<file path="config.mk">
export PLATFORM = sky130hd
export DESIGN_NAME = uss_top
export DESIGN_NICKNAME = d
export VERILOG_FILES = /design/src/uss_pkg.sv /design/src/uss_fifo.sv /design/src/uss_top.sv
export SDC_FILE = /design/constraint.sdc
export NUM_CORES = 1
export LEC_CHECK = 0
export ABC_AREA = 1
export BUFFER_PORTS_ARGS = -buffer_cell sky130_fd_sc_hd__buf_2
export CORE_MARGIN = 2
export CORE_UTILIZATION = 45
export CTS_CLUSTER_DIAMETER = 40
export CTS_CLUSTER_SIZE = 28
export DETAILED_ROUTE_END_ITERATION = 16
export HOLD_SLACK_MARGIN = 0.06
export PLACE_DENSITY_LB_ADDON = 0.05
export SETUP_SLACK_MARGIN = 0.3
export SYNTH_ARGS = -nofsm -noshare
export SYNTH_HDL_FRONTEND = slang
export SYNTH_SLANG_ARGS = --single-unit
</file>
<file path="constraint.sdc">
create_clock -name I_SYS_CLK -period 4.35 [get_ports I_SYS_CLK]
set_input_delay 0.87 -clock I_SYS_CLK [delete_from_list [all_inputs] [get_ports I_SYS_CLK]]
set_output_delay 0.87 -clock I_SYS_CLK [all_outputs]
set_load 0.005 [all_outputs]
</file>
<file path="src/uss_pkg.sv">
// shared constants and decode helpers for the uart shadow data port
package uss_pkg;

    // ************************************************************
    // fifo geometry
    // ************************************************************
    localparam int          USS_DEPTH        = 16;
    localparam int          USS_PW           = 4;
    localparam int          USS_CW           = 5;
    localparam logic [4:0]  USS_DEPTH_CNT    = 5'h10;

    // ************************************************************
    // register map (byte addresses)
    // ************************************************************
    localparam logic [31:0] USS_ALIAS_BASE   = 32'h5000_1130;
    localparam logic [31:0] USS_ALIAS_14     = 32'h5000_1168;
    localparam logic [31:0] USS_ALIAS_15     = 32'h5000_116c;
    localparam logic [31:0] USS_CTRL_ADDR    = 32'h5000_1180;
    localparam logic [31:0] USS_STAT_ADDR    = 32'h5000_1184;

    // ************************************************************
    // field positions and reset values
    // ************************************************************
    localparam int          USS_CTRL_FIFO_EN = 0;
    localparam int          USS_CTRL_IR_MODE = 1;
    localparam int          USS_STAT_DR      = 0;
    localparam int          USS_STAT_OE      = 1;
    localparam int          USS_STAT_HE      = 5;
    localparam logic [1:0]  USS_CTRL_RST     = 2'h0;
    localparam logic [7:0]  USS_ALIAS_RST    = 8'h00;

    // ************************************************************
    // axi4-lite responses
    // ************************************************************
    localparam logic [1:0]  USS_RESP_OKAY    = 2'h0;
    localparam logic [1:0]  USS_RESP_SLVERR  = 2'h2;

    // true for any of the sixteen word-aligned alias locations
    function automatic logic uss_is_alias(input logic [31:0] addr);
        uss_is_alias = (addr >= USS_ALIAS_BASE) && (addr <= USS_ALIAS_15)
                       && (addr[1:0] == 2'h0);
    endfunction : uss_is_alias

endpackage : uss_pkg

</file>
<file path="src/uss_fifo.sv">
// byte fifo with single-entry overwrite mode, used for receive and transmit
module uss_fifo
    import uss_pkg::*;
(
    input  wire logic                  i_clk,
    input  wire logic                  i_rst_n,
    input  wire logic                  i_clr,
    input  wire logic                  i_single,
    input  wire logic                  i_push,
    input  wire logic [7:0]            i_data,
    input  wire logic                  i_pop,
    output logic      [7:0]            o_head,
    output logic      [uss_pkg::USS_CW-1:0] o_count,
    output logic                       o_empty,
    output logic                       o_lost
);
    import uss_pkg::*;

    logic [7:0]        mem_r [USS_DEPTH];
    logic [USS_PW-1:0] wr_ptr_r;
    logic [USS_PW-1:0] rd_ptr_r;
    logic [USS_CW-1:0] count_r;
    logic              full;
    logic              do_pop;
    logic              do_push;
    logic              ovw;

    // ************************************************************
    // occupancy decode
    // ************************************************************
    assign o_empty = (count_r == '0);
    assign full    = i_single ? !o_empty : (count_r == USS_DEPTH_CNT);
    assign do_pop  = i_pop && !o_empty;
    assign do_push = i_push && (!full || do_pop);
    assign ovw     = i_push && full && !do_pop && i_single;
    assign o_lost  = i_push && full && !do_pop;
    assign o_head  = mem_r[rd_ptr_r];
    assign o_count = count_r;

    // storage: single mode replaces the pending byte when full
    always_ff @(posedge i_clk) begin
        if (do_push) begin
            mem_r[wr_ptr_r] <= i_data;
        end else if (ovw) begin
            mem_r[rd_ptr_r] <= i_data;
        end
    end

    // pointers and count
    always_ff @(posedge i_clk or negedge i_rst_n) begin
        if (!i_rst_n) begin
            wr_ptr_r <= '0;
            rd_ptr_r <= '0;
            count_r  <= '0;
        end else if (i_clr) begin
            wr_ptr_r <= '0;
            rd_ptr_r <= '0;
            count_r  <= '0;
        end else begin
            if (do_push) begin
                wr_ptr_r <= wr_ptr_r + 4'h1;
            end
            if (do_pop) begin
                rd_ptr_r <= rd_ptr_r + 4'h1;
            end
            if (do_push && !do_pop) begin
                count_r <= count_r + 5'h01;
            end else if (do_pop && !do_push) begin
                count_r <= count_r - 5'h01;
            end
        end
    end

endmodule : uss_fifo

</file>
<file path="src/uss_top.sv">
// uart shadow data port: alias locations over axi4-lite with rx and tx byte paths
// ************************************************************
// Summary of operation
// RQ1: sixteen word aliases all reach the same receive and transmit path.
// RQ2: alias reads return the received byte in bits 7:0, serial or infrared.
// RQ3: read data is meaningful only while data-ready is set.
// RQ4: fifos off, a new byte overwrites an unread one and flags overrun.
// RQ5: fifos on, alias reads return the receive fifo head.
// RQ6: receive fifo full, new byte dropped, stored kept, overrun flagged.
// RQ7: alias writes feed the transmit path; infrared mode uses the infrared output.
// RQ8: software writes only while the holding-empty flag is set.
// RQ9: fifos off, one write clears the holding-empty flag.
// RQ10: fifos off, further writes replace the pending transmit byte.
// RQ11: fifos on, up to sixteen bytes accepted before full.
// RQ12: writes while the transmit fifo is full are discarded.
// RQ13: upper alias bytes read zero and ignore writes.
// ************************************************************
module uss_top
    import uss_pkg::*;
(
    input  wire logic        I_SYS_CLK,
    input  wire logic        I_RST_N,
    // axi4-lite slave
    input  wire logic [31:0] I_AWADDR,
    input  wire logic        I_AWVALID,
    output logic             O_AWREADY,
    input  wire logic [31:0] I_WDATA,
    input  wire logic [3:0]  I_WSTRB,
    input  wire logic        I_WVALID,
    output logic             O_WREADY,
    output logic [1:0]       O_BRESP,
    output logic             O_BVALID,
    input  wire logic        I_BREADY,
    input  wire logic [31:0] I_ARADDR,
    input  wire logic        I_ARVALID,
    output logic             O_ARREADY,
    output logic [31:0]      O_RDATA,
    output logic [1:0]       O_RRESP,
    output logic             O_RVALID,
    input  wire logic        I_RREADY,
    // received bytes from the serial and infrared deframers
    input  wire logic        I_SER_RX_VALID,
    input  wire logic [7:0]  I_SER_RX_DATA,
    input  wire logic        I_IR_RX_VALID,
    input  wire logic [7:0]  I_IR_RX_DATA,
    // transmit byte stream to the framer
    output logic             O_TX_VALID,
    output logic [7:0]       O_TX_DATA,
    input  wire logic        I_TX_READY,
    output logic             O_TX_IR_SEL,
    // status toward the line status logic
    output logic             O_DATA_READY,
    output logic             O_HOLDING_EMPTY,
    output logic             O_OVERRUN,
    output logic             O_FIFO_EN
);
    import uss_pkg::*;

    logic             aw_hold_r;
    logic [31:0]      awaddr_r;
    logic             w_hold_r;
    logic [7:0]       wdata_r;
    logic [1:0]       wctl_r;
    logic             wstrb0_r;
    logic             bvalid_r;
    logic [1:0]       bresp_r;
    logic             rvalid_r;
    logic [31:0]      rdata_r;
    logic [1:0]       rresp_r;
    logic [1:0]       ctrl_r;
    logic             oe_sticky_r;
    logic             overrun_r;
    logic             wr_go;
    logic             wr_alias;
    logic             wr_ctrl;
    logic             rd_go;
    logic             rd_alias;
    logic             rd_stat;
    logic             fifo_clr;
    logic             fifo_en;
    logic             ir_mode;
    logic             rx_push;
    logic [7:0]       rx_byte;
    logic [7:0]       rx_head;
    logic [USS_CW-1:0] rx_count;
    logic             rx_empty;
    logic             rx_lost;
    logic             tx_push;
    logic             tx_pop;
    logic [USS_CW-1:0] tx_count;
    logic             tx_empty;

    // ************************************************************
    // write channel handshakes
    // ************************************************************
    assign O_AWREADY = !aw_hold_r && !bvalid_r;
    assign O_WREADY  = !w_hold_r && !bvalid_r;
    assign wr_go     = aw_hold_r && w_hold_r && !bvalid_r;
    assign wr_alias  = wr_go && uss_is_alias(awaddr_r); // [RQ1]
    assign wr_ctrl   = wr_go && (awaddr_r == USS_CTRL_ADDR) && wstrb0_r;
    assign tx_push   = wr_alias && wstrb0_r; // [RQ7] [RQ13]
    assign O_BVALID  = bvalid_r;
    assign O_BRESP   = bresp_r;

    // address and data are caught independently, in either order
    always_ff @(posedge I_SYS_CLK or negedge I_RST_N) begin
        if (!I_RST_N) begin
            aw_hold_r <= 1'b0;
            awaddr_r  <= '0;
            w_hold_r  <= 1'b0;
            wdata_r   <= USS_ALIAS_RST;
            wctl_r    <= USS_CTRL_RST;
            wstrb0_r  <= 1'b0;
        end else begin
            if (I_AWVALID && O_AWREADY) begin
                aw_hold_r <= 1'b1;
                awaddr_r  <= I_AWADDR;
            end else if (wr_go) begin
                aw_hold_r <= 1'b0;
            end
            if (I_WVALID && O_WREADY) begin
                w_hold_r <= 1'b1;
                wdata_r  <= I_WDATA[7:0]; // upper bytes never stored [RQ13]
                wctl_r   <= I_WDATA[1:0];
                wstrb0_r <= I_WSTRB[0];
            end else if (wr_go) begin
                w_hold_r <= 1'b0;
            end
        end
    end

    // write response follows both halves
    always_ff @(posedge I_SYS_CLK or negedge I_RST_N) begin
        if (!I_RST_N) begin
            bvalid_r <= 1'b0;
            bresp_r  <= USS_RESP_OKAY;
        end else if (wr_go) begin
            bvalid_r <= 1'b1;
            bresp_r  <= (uss_is_alias(awaddr_r) || awaddr_r == USS_CTRL_ADDR
                         || awaddr_r == USS_STAT_ADDR) ? USS_RESP_OKAY : USS_RESP_SLVERR;
        end else if (I_BREADY) begin
            bvalid_r <= 1'b0;
        end
    end

    // ************************************************************
    // control register: fifo enable and infrared mode
    // ************************************************************
    assign fifo_en     = ctrl_r[USS_CTRL_FIFO_EN];
    assign ir_mode     = ctrl_r[USS_CTRL_IR_MODE];
    assign fifo_clr    = wr_ctrl && (wctl_r[USS_CTRL_FIFO_EN] != fifo_en);
    assign O_FIFO_EN   = fifo_en;
    assign O_TX_IR_SEL = ir_mode; // framer drives active-low infrared output [RQ7]

    always_ff @(posedge I_SYS_CLK or negedge I_RST_N) begin
        if (!I_RST_N) begin
            ctrl_r <= USS_CTRL_RST;
        end else if (wr_ctrl) begin
            ctrl_r <= wctl_r;
        end
    end

    // ************************************************************
    // read channel
    // ************************************************************
    assign O_ARREADY = !rvalid_r;
    assign rd_go     = I_ARVALID && !rvalid_r;
    assign rd_alias  = rd_go && uss_is_alias(I_ARADDR); // [RQ1]
    assign rd_stat   = rd_go && (I_ARADDR == USS_STAT_ADDR);
    assign O_RVALID  = rvalid_r;
    assign O_RDATA   = rdata_r;
    assign O_RRESP   = rresp_r;

    always_ff @(posedge I_SYS_CLK or negedge I_RST_N) begin
        if (!I_RST_N) begin
            rvalid_r <= 1'b0;
            rdata_r  <= '0;
            rresp_r  <= USS_RESP_OKAY;
        end else if (rd_go) begin
            rvalid_r <= 1'b1;
            rresp_r  <= USS_RESP_OKAY;
            rdata_r  <= '0;
            if (uss_is_alias(I_ARADDR)) begin
                rdata_r[7:0] <= rx_head; // [RQ2] [RQ5] [RQ13]
            end else if (I_ARADDR == USS_CTRL_ADDR) begin
                rdata_r[1:0] <= ctrl_r;
            end else if (I_ARADDR == USS_STAT_ADDR) begin
                rdata_r[USS_STAT_DR] <= !rx_empty; // [RQ3]
                rdata_r[USS_STAT_OE] <= oe_sticky_r;
                rdata_r[USS_STAT_HE] <= tx_empty;
            end else begin
                rresp_r <= USS_RESP_SLVERR;
            end
        end else if (I_RREADY) begin
            rvalid_r <= 1'b0;
        end
    end

    // ************************************************************
    // receive path
    // ************************************************************
    assign rx_push      = ir_mode ? I_IR_RX_VALID : I_SER_RX_VALID; // [RQ2]
    assign rx_byte      = ir_mode ? I_IR_RX_DATA : I_SER_RX_DATA;
    assign O_DATA_READY = !rx_empty; // [RQ3]
    assign O_OVERRUN    = overrun_r;

    // single mode overwrites, fifo mode drops [RQ4] [RQ6]
    uss_fifo u_rx_fifo (
        .i_clk    (I_SYS_CLK),
        .i_rst_n  (I_RST_N),
        .i_clr    (fifo_clr),
        .i_single (!fifo_en),
        .i_push   (rx_push),
        .i_data   (rx_byte),
        .i_pop    (rd_alias),
        .o_head   (rx_head),
        .o_count  (rx_count),
        .o_empty  (rx_empty),
        .o_lost   (rx_lost)
    );

    // overrun pulse and sticky flag; a new overrun wins over the read clear
    always_ff @(posedge I_SYS_CLK or negedge I_RST_N) begin
        if (!I_RST_N) begin
            overrun_r   <= 1'b0;
            oe_sticky_r <= 1'b0;
        end else begin
            overrun_r <= rx_lost; // [RQ4] [RQ6]
            if (rx_lost) begin
                oe_sticky_r <= 1'b1;
            end else if (rd_stat) begin
                oe_sticky_r <= 1'b0;
            end
        end
    end

    // ************************************************************
    // transmit path
    // ************************************************************
    assign tx_pop          = O_TX_VALID && I_TX_READY;
    assign O_TX_VALID      = !tx_empty;
    assign O_HOLDING_EMPTY = tx_empty; // [RQ8] [RQ9]

    // single mode replaces pending byte [RQ10]; full fifo drops [RQ11] [RQ12]
    uss_fifo u_tx_fifo (
        .i_clk    (I_SYS_CLK),
        .i_rst_n  (I_RST_N),
        .i_clr    (fifo_clr),
        .i_single (!fifo_en),
        .i_push   (tx_push),
        .i_data   (wdata_r),
        .i_pop    (tx_pop),
        .o_head   (O_TX_DATA),
        .o_count  (tx_count),
        .o_empty  (tx_empty),
        .o_lost   ()
    );

    // ************************************************************
    // assertions
    // ************************************************************
    property p_alias_any;
        @(posedge I_SYS_CLK) disable iff (!I_RST_N)
        (wr_go && wstrb0_r && awaddr_r >= USS_ALIAS_BASE && awaddr_r <= USS_ALIAS_15
         && awaddr_r[1:0] == 2'h0) |-> tx_push;
    endproperty
    a_alias_any: assert property (p_alias_any) else $error("alias write not taken"); // [RQ1]

    property p_rd_head;
        @(posedge I_SYS_CLK) disable iff (!I_RST_N)
        (rd_alias && !fifo_clr) |=> (O_RDATA[7:0] == $past(rx_head)) && O_RVALID;
    endproperty
    a_rd_head: assert property (p_rd_head) else $error("alias read not head byte"); // [RQ5]

    property p_rd_upper;
        @(posedge I_SYS_CLK) disable iff (!I_RST_N)
        rd_alias |=> (O_RDATA[31:8] == 24'h0);
    endproperty
    a_rd_upper: assert property (p_rd_upper) else $error("alias upper byte not zero"); // [RQ13]

    property p_dr;
        @(posedge I_SYS_CLK) disable iff (!I_RST_N)
        rx_push && !rd_alias && !fifo_clr |=> O_DATA_READY;
    endproperty
    a_dr: assert property (p_dr) else $error("data ready missing after receive"); // [RQ3]

    property p_rx_ovw;
        @(posedge I_SYS_CLK) disable iff (!I_RST_N)
        (!fifo_en && !rx_empty && rx_push && !rd_alias && !fifo_clr)
        |=> O_OVERRUN && rx_head == $past(rx_byte) && rx_count == 5'h01;
    endproperty
    a_rx_ovw: assert property (p_rx_ovw) else $error("single mode overwrite wrong"); // [RQ4]

    property p_rx_drop;
        @(posedge I_SYS_CLK) disable iff (!I_RST_N)
        (fifo_en && rx_count == USS_DEPTH_CNT && rx_push && !rd_alias && !fifo_clr)
        |=> O_OVERRUN && $stable(rx_head) && rx_count == USS_DEPTH_CNT;
    endproperty
    a_rx_drop: assert property (p_rx_drop) else $error("full rx fifo not kept"); // [RQ6]

    property p_he_clear;
        @(posedge I_SYS_CLK) disable iff (!I_RST_N)
        (!fifo_en && tx_empty && tx_push && !fifo_clr) |=> !O_HOLDING_EMPTY ##0 O_TX_VALID;
    endproperty
    a_he_clear: assert property (p_he_clear) else $error("holding empty not cleared"); // [RQ9]

    property p_tx_replace;
        @(posedge I_SYS_CLK) disable iff (!I_RST_N)
        (!fifo_en && !tx_empty && tx_push && !tx_pop && !fifo_clr)
        |=> O_TX_DATA == $past(wdata_r) && tx_count == 5'h01;
    endproperty
    a_tx_replace: assert property (p_tx_replace) else $error("pending byte not replaced"); // [RQ10]

    property p_tx_fill;
        @(posedge I_SYS_CLK) disable iff (!I_RST_N)
        (fifo_en && tx_count < USS_DEPTH_CNT && tx_push && !tx_pop && !fifo_clr)
        |=> tx_count == $past(tx_count) + 5'h01;
    endproperty
    a_tx_fill: assert property (p_tx_fill) else $error("tx fifo did not accept"); // [RQ11]

    property p_tx_drop;
        @(posedge I_SYS_CLK) disable iff (!I_RST_N)
        (fifo_en && tx_count == USS_DEPTH_CNT && tx_push && !tx_pop && !fifo_clr)
        |=> tx_count == USS_DEPTH_CNT ##0 $stable(O_TX_DATA);
    endproperty
    a_tx_drop: assert property (p_tx_drop) else $error("full tx fifo took a write"); // [RQ12]

    property p_ir_rx;
        @(posedge I_SYS_CLK) disable iff (!I_RST_N)
        (ir_mode && I_IR_RX_VALID && rx_empty && !fifo_clr)
        |=> O_DATA_READY && rx_head == $past(I_IR_RX_DATA);
    endproperty
    a_ir_rx: assert property (p_ir_rx) else $error("infrared byte not received"); // [RQ2]

endmodule : uss_top

</file>
==> summary.txt, run 1 <==
Outcome
  – Status: finished clean

Setup path
  – CP Max Fanout: 101
  – Worst setup EP type: output port
  – CP Class: flip-flop to output port
  – Arrival @ worst endpoint: 2750 ps
  – Max stage delay cell, worst path: dfrtp_4
  – Critical Path Source Type: flip-flop
  – Buf/Inv on CP: 1
  – Critical-path cell list: a21oi_1 -> o21ai_0 -> o21ai_0 -> o211ai_1 -> nand2_1 -> buf_2
  – Cell family with most CP delay: flip-flops
  – Crit-path max cell delay: 1170 ps
  – Crit path required time: 3480 ps
  – Critical path's most frequent cell: o21ai_0

Yosys
  – Register area share after synthesis: 64.4%
  – Ys async rst share: 24.9%
  – Warnings, synthesis: 0
  – Number of synthesized flops with an enable pin: 256
  – Predominant post-synthesis flop cell: edfxtp_1
  – Syn_area_per_cell: 11.4 µm²
  – Syn Std Cell Area: 15200 µm²
  – Synth Register Bits: 341
  – Cell variety after synth: 55
  – Gate Count Post-Synth: 1336

Final layout
  – Area delta synth->final: 18.4%
  – Fin area: 18000 µm²
  – Most frequent cells in the layout: edfxtp_1 (256), nand2_1 (218), nor2_1 (133)
  – N_diodes: 0
  – Most common cell after layout, fill and taps aside: edfxtp_1
  – Share of layout cells above drive strength 1: 21.4%
  – Fin nets: 1617

GRT
  – GR Layer Usage met1: 26.9%
  – Initial antenna violation count: 0
  – Gr usage total: 20.1%
  – First-pass GRT wire length: 55000 µm
  – Met3 Use GR: 3.24%
  – M2 GR Usage: 33.6%
  – Largest net degree at the start of global routing: 102
  – Vias in the first global route: 9796
  – Grt peak-use layer: met2
  – Grt total ovfl: 0

Floorplanning
  – FP Rows: 67
  – Io pins: 181
  – Die height: 188 µm
  – Core area: 33400 µm²
  – Die width: 188 µm
  – Initial Util: 45.6%
  – Die area: 35400 µm²

Clocking
  – Skew-Pair Late Insertion Delay: 560 ps
  – # clock sinks: 341
  – CTS max path bufs: 3
  – CTS tree: done
  – Hold-fix buffers, CTS: 0
  – CTS Buf Count: 50
  – Post-CTS Repair Setup Buffers: 0
  – H-tree depth: 2
  – Root Buffer: clkbuf_16
  – CTS resizes: 0
  – Clock-pin slew on the worst setup and hold paths: 50 ps

Timing
  – Final setup fails: 0
  – Final period utilization: 83.2%
  – Slew Limit Fails: 0
  – Final Hold Vio Count: 0
  – Unrepaired setup endpoints after global routing: no
  – Clock skew: 18.0 ps
  – Max Fclk: 0.276 GHz
  – Final setup TNS: 0 ps
  – Fin crit period: 3620 ps
  – Slew @ Worst Pin: 1210 ps
  – Rel. slew slack: 19.3%

Power and ir drop
  – Power Total: 11000 µW
  – PwrDens: 611 nW/µm²
  – Max VDD drop: 0.000381 V
  – Leakage: 0.00732 µW

Place
  – IO Port Bufs: 127
  – Detailed Place HPWL: 22200 µm
  – Placed cell area: 16300 µm²
  – Routability congestion estimate: 0.811

Worst hold path
  – Hold/Removal Path Class: primary input to asynchronous set/reset pin

Drt
  – Detail Route Antenna Nets: 0
  – Vias/cell: 5.10
  – Post-DR wirelength/cell: 17.6 µm
  – # DRC: 0
  – Pre-antenna DRT Iters: 7
  – Final WL: 34700 µm
  – Drt initial violations: 574
  – Vias post-DR: 10.1k

Flow run
  – Max capacitance violation total: 0
[flip-flops by register name, summed over array words and instances (netlist names), 5 cells and up]
name               count
O_RDATA                8
u_tx_fifo.mem_r      128
u_rx_fifo.o_count      5
u_rx_fifo.mem_r      128
u_tx_fifo.o_count      5
awaddr_r              32
wdata_r                8
[layer usage]
| metal | vias up | part of all wire [%] |
|---|---|---|
| met5 | - | 0 |
| met4 | 0 | 2.4 |
| met3 | 53 | 4.4 |
| met2 | 230 | 48 |
| met1 | 4821 | 45 |
| li1 | 4947 | - |
[synth_stat cells (all sizes together), types with 7 or more instances]
library cell	n	area, µm²
edfxtp	256	7690
nand2	227	885
nor2	145	604
inv	107	402
o21ai	107	577
dfrtp	85	2130
nand3	72	380
a21oi	63	338
buf	49	328
clkbuf	35	131
mux2	34	383
mux2i	32	320
o211ai	32	240
nand4	12	126
a32o	10	100
ha	10	125
nor3	8	56.3
o2111ai	7	61.3
xor2	7	61.3
[worst register-to-register path, cell delays in order, from the launching register on]
cell and delay [ps]:
dfrtp_1 390, nor3_2 230, nand2_1 120, nor2_4 180
o21ai_2 100, nor2_4 160, nand4_4 200, nand2_1 130
o21ai_2 100, inv_1 150, nand2_1 80, nor2_1 670
[metrics by stage]
step                      setup WS, ps  instances  hold slack, ps  utilization (%)
final                              732       1969             409             54.0
after global routing               490       1969             484             54.0
after CTS                          679       1969             432             54.0
after detailed placement           904       1875             465             48.6
after global placement             932       1875             461             48.6
after floorplan                   1430       1361             470                -
[cell type report]
type / instances / area, µm²
inverter: 112 / 423
multi-input combinational: 824 / 4640
sequential: 341 / 9820
clock buffer: 60 / 1380
clock inverter: 34 / 402
timing repair buffer: 150 / 823
tap: 448 / 561
fill: 2889 / 15400
[final timing paths]
| kind | start | depth (start not counted) | slack (ps) | end |
|---|---|---|---|---|
| setup / recovery | u_tx_fifo.rd_ptr_r[0] | 6 | 730 | O_TX_DATA[0] |
| hold / removal | I_RST_N | 1 | 410 | O_RDATA[0] |
| setup reg to reg | awaddr_r[13] | 11 | 1470 | u_tx_fifo.mem_r[6][7] |
| hold reg to reg | O_RDATA[5] | 2 | 470 | O_RDATA[5] |
| max in group asynchronous | I_RST_N | 2 | 3080 | awaddr_r[8] |
| min in group I_SYS_CLK | O_RDATA[5] | 2 | 470 | O_RDATA[5] |
[report_power, final]
group	internal [µW]	switching, µW
Sequential	4070	586
Combinational	908	1240
Clock	2670	1550
[kinds of logic after synthesis]
kind of cell,Yosys count,synth area share [%]
AND/OR/NAND/NOR,470,13.8
XOR/XNOR,8,0.460
flip-flops,341,64.4
other,1,0.0246
adder cells (fa/ha/maj),12,1.08
buffers and inverters,196,5.79
AO/OA/AOI/OAI,242,9.80
multiplexers,66,4.61
(Power assumes the default switching activity.)
==> inputs of run 2 (changes only) <==
--- a/config.mk
+++ b/config.mk
@@ -5,7 +5,7 @@
 export SDC_FILE = /design/constraint.sdc
 export NUM_CORES = 1
 export LEC_CHECK = 0
-export ABC_AREA = 1
+export ABC_AREA = 0
 export BUFFER_PORTS_ARGS = -buffer_cell sky130_fd_sc_hd__buf_2
 export CORE_MARGIN = 2
 export CORE_UTILIZATION = 45
==> constraint.sdc (replaced) <==
create_clock -name I_SYS_CLK -period 3.2 [get_ports I_SYS_CLK]
set_input_delay 0.64 -clock I_SYS_CLK [delete_from_list [all_inputs] [get_ports I_SYS_CLK]]
set_output_delay 0.64 -clock I_SYS_CLK [all_outputs]
set_load 0.005 [all_outputs]
==> summary.txt, run 2 <==
Outcome
  – Status: finished clean

Floorplanning
  – Die width: 184 µm (-2.0%)
  – FP Rows: 65 (-3.0%)
  – Io pins: 181 (unchanged)
  – Core area: 31800 µm² (-4.9%)
  – Die area: 33900 µm² (-4.0%)
  – Die height: 184 µm (-2.0%)
  – Initial Util: 46.0% (+0.40 points)

Power and ir drop
  – Sw frac: 27.7% (-2.9 points)
  – Pint: 10200 µW (+33%)
  – Sequential power share: 43.3% (+1.1 points)
  – Psw: 3890 µW (+15%)
  – Leakage: 0.00672 µW (-8.1%)
  – PwrDens: 757 nW/µm² (+24%)
  – Max VDD drop: 0.000483 V (+27%)
  – Comb power frac: 21.7% (+2.2 points)
  – Clk pwr share: 35.0% (-3.3 points)

Timing
  – Final setup TNS: 0 ps (unchanged)
  – Slew @ Worst Pin: 828 ps (-382 ps)
  – Final setup fails: 0 (unchanged)
  – Fin crit period: 3050 ps
  – Final period utilization: 95.2%
  – Slew Limit Fails: 0 (unchanged)
  – Rel. slew slack: 44.8% (+25 points)
  – Max Fclk: 0.328 GHz
  – Unrepaired setup endpoints after global routing: yes
  – Final Hold Vio Count: 0 (unchanged)
  – Clock skew: 20.8 ps (+2.80 ps)

Clocking
  – CTS tree: done
  – CTS Buf Count: 43 (-14%)
  – # clock sinks: 341 (unchanged)
  – CTS max path bufs: 3 (unchanged)
  – Root Buffer: clkbuf_16
  – Skew-Pair Late Insertion Delay: 530 ps (-30 ps)
  – Clock-pin slew on the worst setup and hold paths: 60 ps (about the same)
  – H-tree depth: 2 (unchanged)

Yosys
  – Simple-gate share of the synthesized area: 6.57% (-7.3 points)
  – Number of synthesized flops with an enable pin: 256 (unchanged)
  – Dominant cell by count in the synthesized netlist: edfxtp_1
  – Yosys top cell area share: 52.6% (+2.2 points)
  – Synth Area in Compound Gates: 5.25% (-4.5 points)
  – Predominant post-synthesis flop cell: edfxtp_1
  – Register area share after synthesis: 67.2% (+2.8 points)
  – Cell variety after synth: 66 (+20%)
  – Mux contribution to synthesized area: 16.2% (+12 points)
  – Ys async rst share: 24.9% (unchanged)
  – Warnings, synthesis: 0 (unchanged)
  – Largest family of logic cells by synthesized area: multiplexers
  – Synth area leaders: edfxtp_1 (53%), dfrtp_1 (15%), mux4_2 (9.1%), mux2_2 (4.2%), mux2i_1 (2.9%)
  – Xor and xnor fraction of the mapped netlist area: 0.959% (+0.50 points)
  – Gate Count Post-Synth: 888 (-34%)
  – Syn_area_per_cell: 16.5 µm² (+44%)
  – Synth Register Bits: 341 (unchanged)
  – Most frequent cells after synthesis: edfxtp_1 (256), dfrtp_1 (85), mux4_2 (59), mux2_2 (55), nor2_1 (50)
  – Syn Std Cell Area: 14600 µm² (-4.1%)
  – Synth Area in Adders: 1.13% (+0.046 points)
  – Synth area leader: edfxtp_1

Final layout
  – N_diodes: 0 (unchanged)
  – Reg area: 9820 µm² (about the same)
  – Area delta synth->final: 27.1%
  – Most frequent cells in the layout: edfxtp_1 (256), buf_2 (126), dfrtp_1 (83)
  – Fin area: 18600 µm² (+2.9%)
  – Multi-input logic area: 4930 µm² (+6.4%)
  – Fin nets: 1257 (-22%)
  – Biggest regs: u_rx_fifo.mem_r x128, u_tx_fifo.mem_r x128, awaddr_r x32
  – Most common cell after layout, fill and taps aside: edfxtp_1
  – Share of layout cells above drive strength 1: 41.6% (+20 points)
  – Fillers: 2502 (-13%)

Drt
  – Drt initial violations: 567 (-1.2%)
  – # DRC: 0 (unchanged)
  – Final WL: 32100 µm (-7.6%)
  – Vias post-DR: 8508 (-15%)
  – Detail Route Antenna Nets: 0 (unchanged)
  – Pre-antenna DRT Iters: 5 (-2)
  – Vias/cell: 5.35 (+4.9%)
  – Post-DR wirelength/cell: 20.2 µm (+14%)

GRT
  – Largest net degree at the start of global routing: 49 (-52%)
  – Initial antenna violation count: 0 (unchanged)
  – Vias in the first global route: 8699 (-11%)
  – Grt total ovfl: 0 (unchanged)
  – First-pass GRT wire length: 50300 µm (-8.6%)
  – Gr usage total: 19.7% (-0.38 points)

Setup path
  – Arrival @ worst endpoint: 2410 ps (-340 ps)
  – CP Class: flip-flop to output port
  – Critical Path Source Type: flip-flop
  – Worst setup EP type: output port
  – Crit path required time: 2560 ps (-920 ps)
  – CP Max Fanout: 10 (-90%)

Worst hold path
  – Hold/Removal Path Class: primary input to asynchronous set/reset pin

Place
  – Detailed Place HPWL: 21500 µm (-3.0%)
  – Placed cell area: 16600 µm² (+2.2%)
  – Routability congestion estimate: 0.784 (-3.3%)
  – IO Port Bufs: 127 (unchanged)

Flow run
  – Max capacitance violation total: 0 (unchanged)
run 2: cell types whose count changed in the layout (fill, tap and decap cells not counted), sizes merged, moves of 10 or more:
cell and delta:
o22ai +14, nand2 -189, mux2 +21, buf +70
mux4 +59, nand3 -64, mux2i +10, o211ai -31
a32o -10, nor2 -95, inv -96, o21ai -94
nor4 +10, a21oi -40
run 2: timing repair:
| item | in CTS | in global routing |
|---|---|---|
| endpoints found under the hold margin | 0 | 0 |
| endpoints found under the setup margin | 138 | 142 |
| buffers inserted | 6 | 9 |
| pin swaps | 14 | 11 |
| resized for setup | 25 | 36 |
| gates cloned | 2 | 1 |
| hold buffers | 0 | 0 |
run 2: worst paths after layout:
kind                       cells after the start  slack [ps]                   end                   from
max reg2reg                                   11         220  u_rx_fifo.o_count[4]   u_rx_fifo.o_count[0]
min reg2reg                                    1         480           oe_sticky_r            oe_sticky_r
min in group I_SYS_CLK                         2         290              O_RVALID               I_RREADY
max                                            4         150          O_TX_DATA[1]  u_tx_fifo.rd_ptr_r[0]
min                                            1          90            O_RDATA[4]                I_RST_N
max in group asynchronous                      2        2440             aw_hold_r                I_RST_N
run 2: critical path, cell delays in order (launching register included):
cell	delay [ps]
dfrtp_2	450
buf_8	190
mux4_2	550
mux4_2	530
buf_2	160
run 2: cells by family (layout without fill, tap and decap cells):
logic type,after synthesis,in the layout
flip-flops,341,341
AND/OR/NAND/NOR,178,178
multiplexers,156,156
AO/OA/AOI/OAI,108,108
buffers and inverters,76,317
XOR/XNOR,16,16
adder cells (fa/ha/maj),12,12
other,1,26
run 2: final cells by class:
| cell class | count | area share, % |
|---|---|---|
| Clock buffer | 50 | 6.10 |
| Clock inverter | 30 | 1.92 |
| Inverter | 16 | 0.323 |
| Multi-Input combinational cell | 496 | 26.6 |
| Sequential cell | 341 | 52.8 |
| Tap cell | 435 | 2.93 |
| Timing Repair Buffer | 221 | 9.32 |
run 2: stage by stage:
stage / power (µW) / instances / util [%] / setup slack (ps) / hold slack (ps)
floorplan: 7950 / 913 / - / 4.77 / 344
global placement: 8930 / 1491 / 52.3 / -34.7 / 458
detailed placement: 8970 / 1491 / 52.3 / -32.9 / 473
CTS: 14200 / 1579 / 57.6 / 122 / 99.7
global route: 14800 / 1589 / 58.4 / 83.8 / 127
finish: 14100 / 1589 / 58.4 / 153 / 92.8
run 2: metal layers:
layer / vias to the layer above / GRT usage [%] / wire [µm]
met5: - / 0 / 0
met4: 0 / 4.80 / 562
met3: 49 / 2.77 / 1390
met2: 220 / 33.6 / 16100
met1: 4277 / 26.9 / 14000
li1: 3962 / - / -
run 2: power groups by stage:
stage	logic (µW)	registers, µW	clock network (µW)
after detailed placement	2840	6130	0
after CTS	3050	6080	5040
after global routing	3360	6190	5230
final	3050	6090	4920
after global placement	2810	6120	0
after floorplan	2010	5940	0
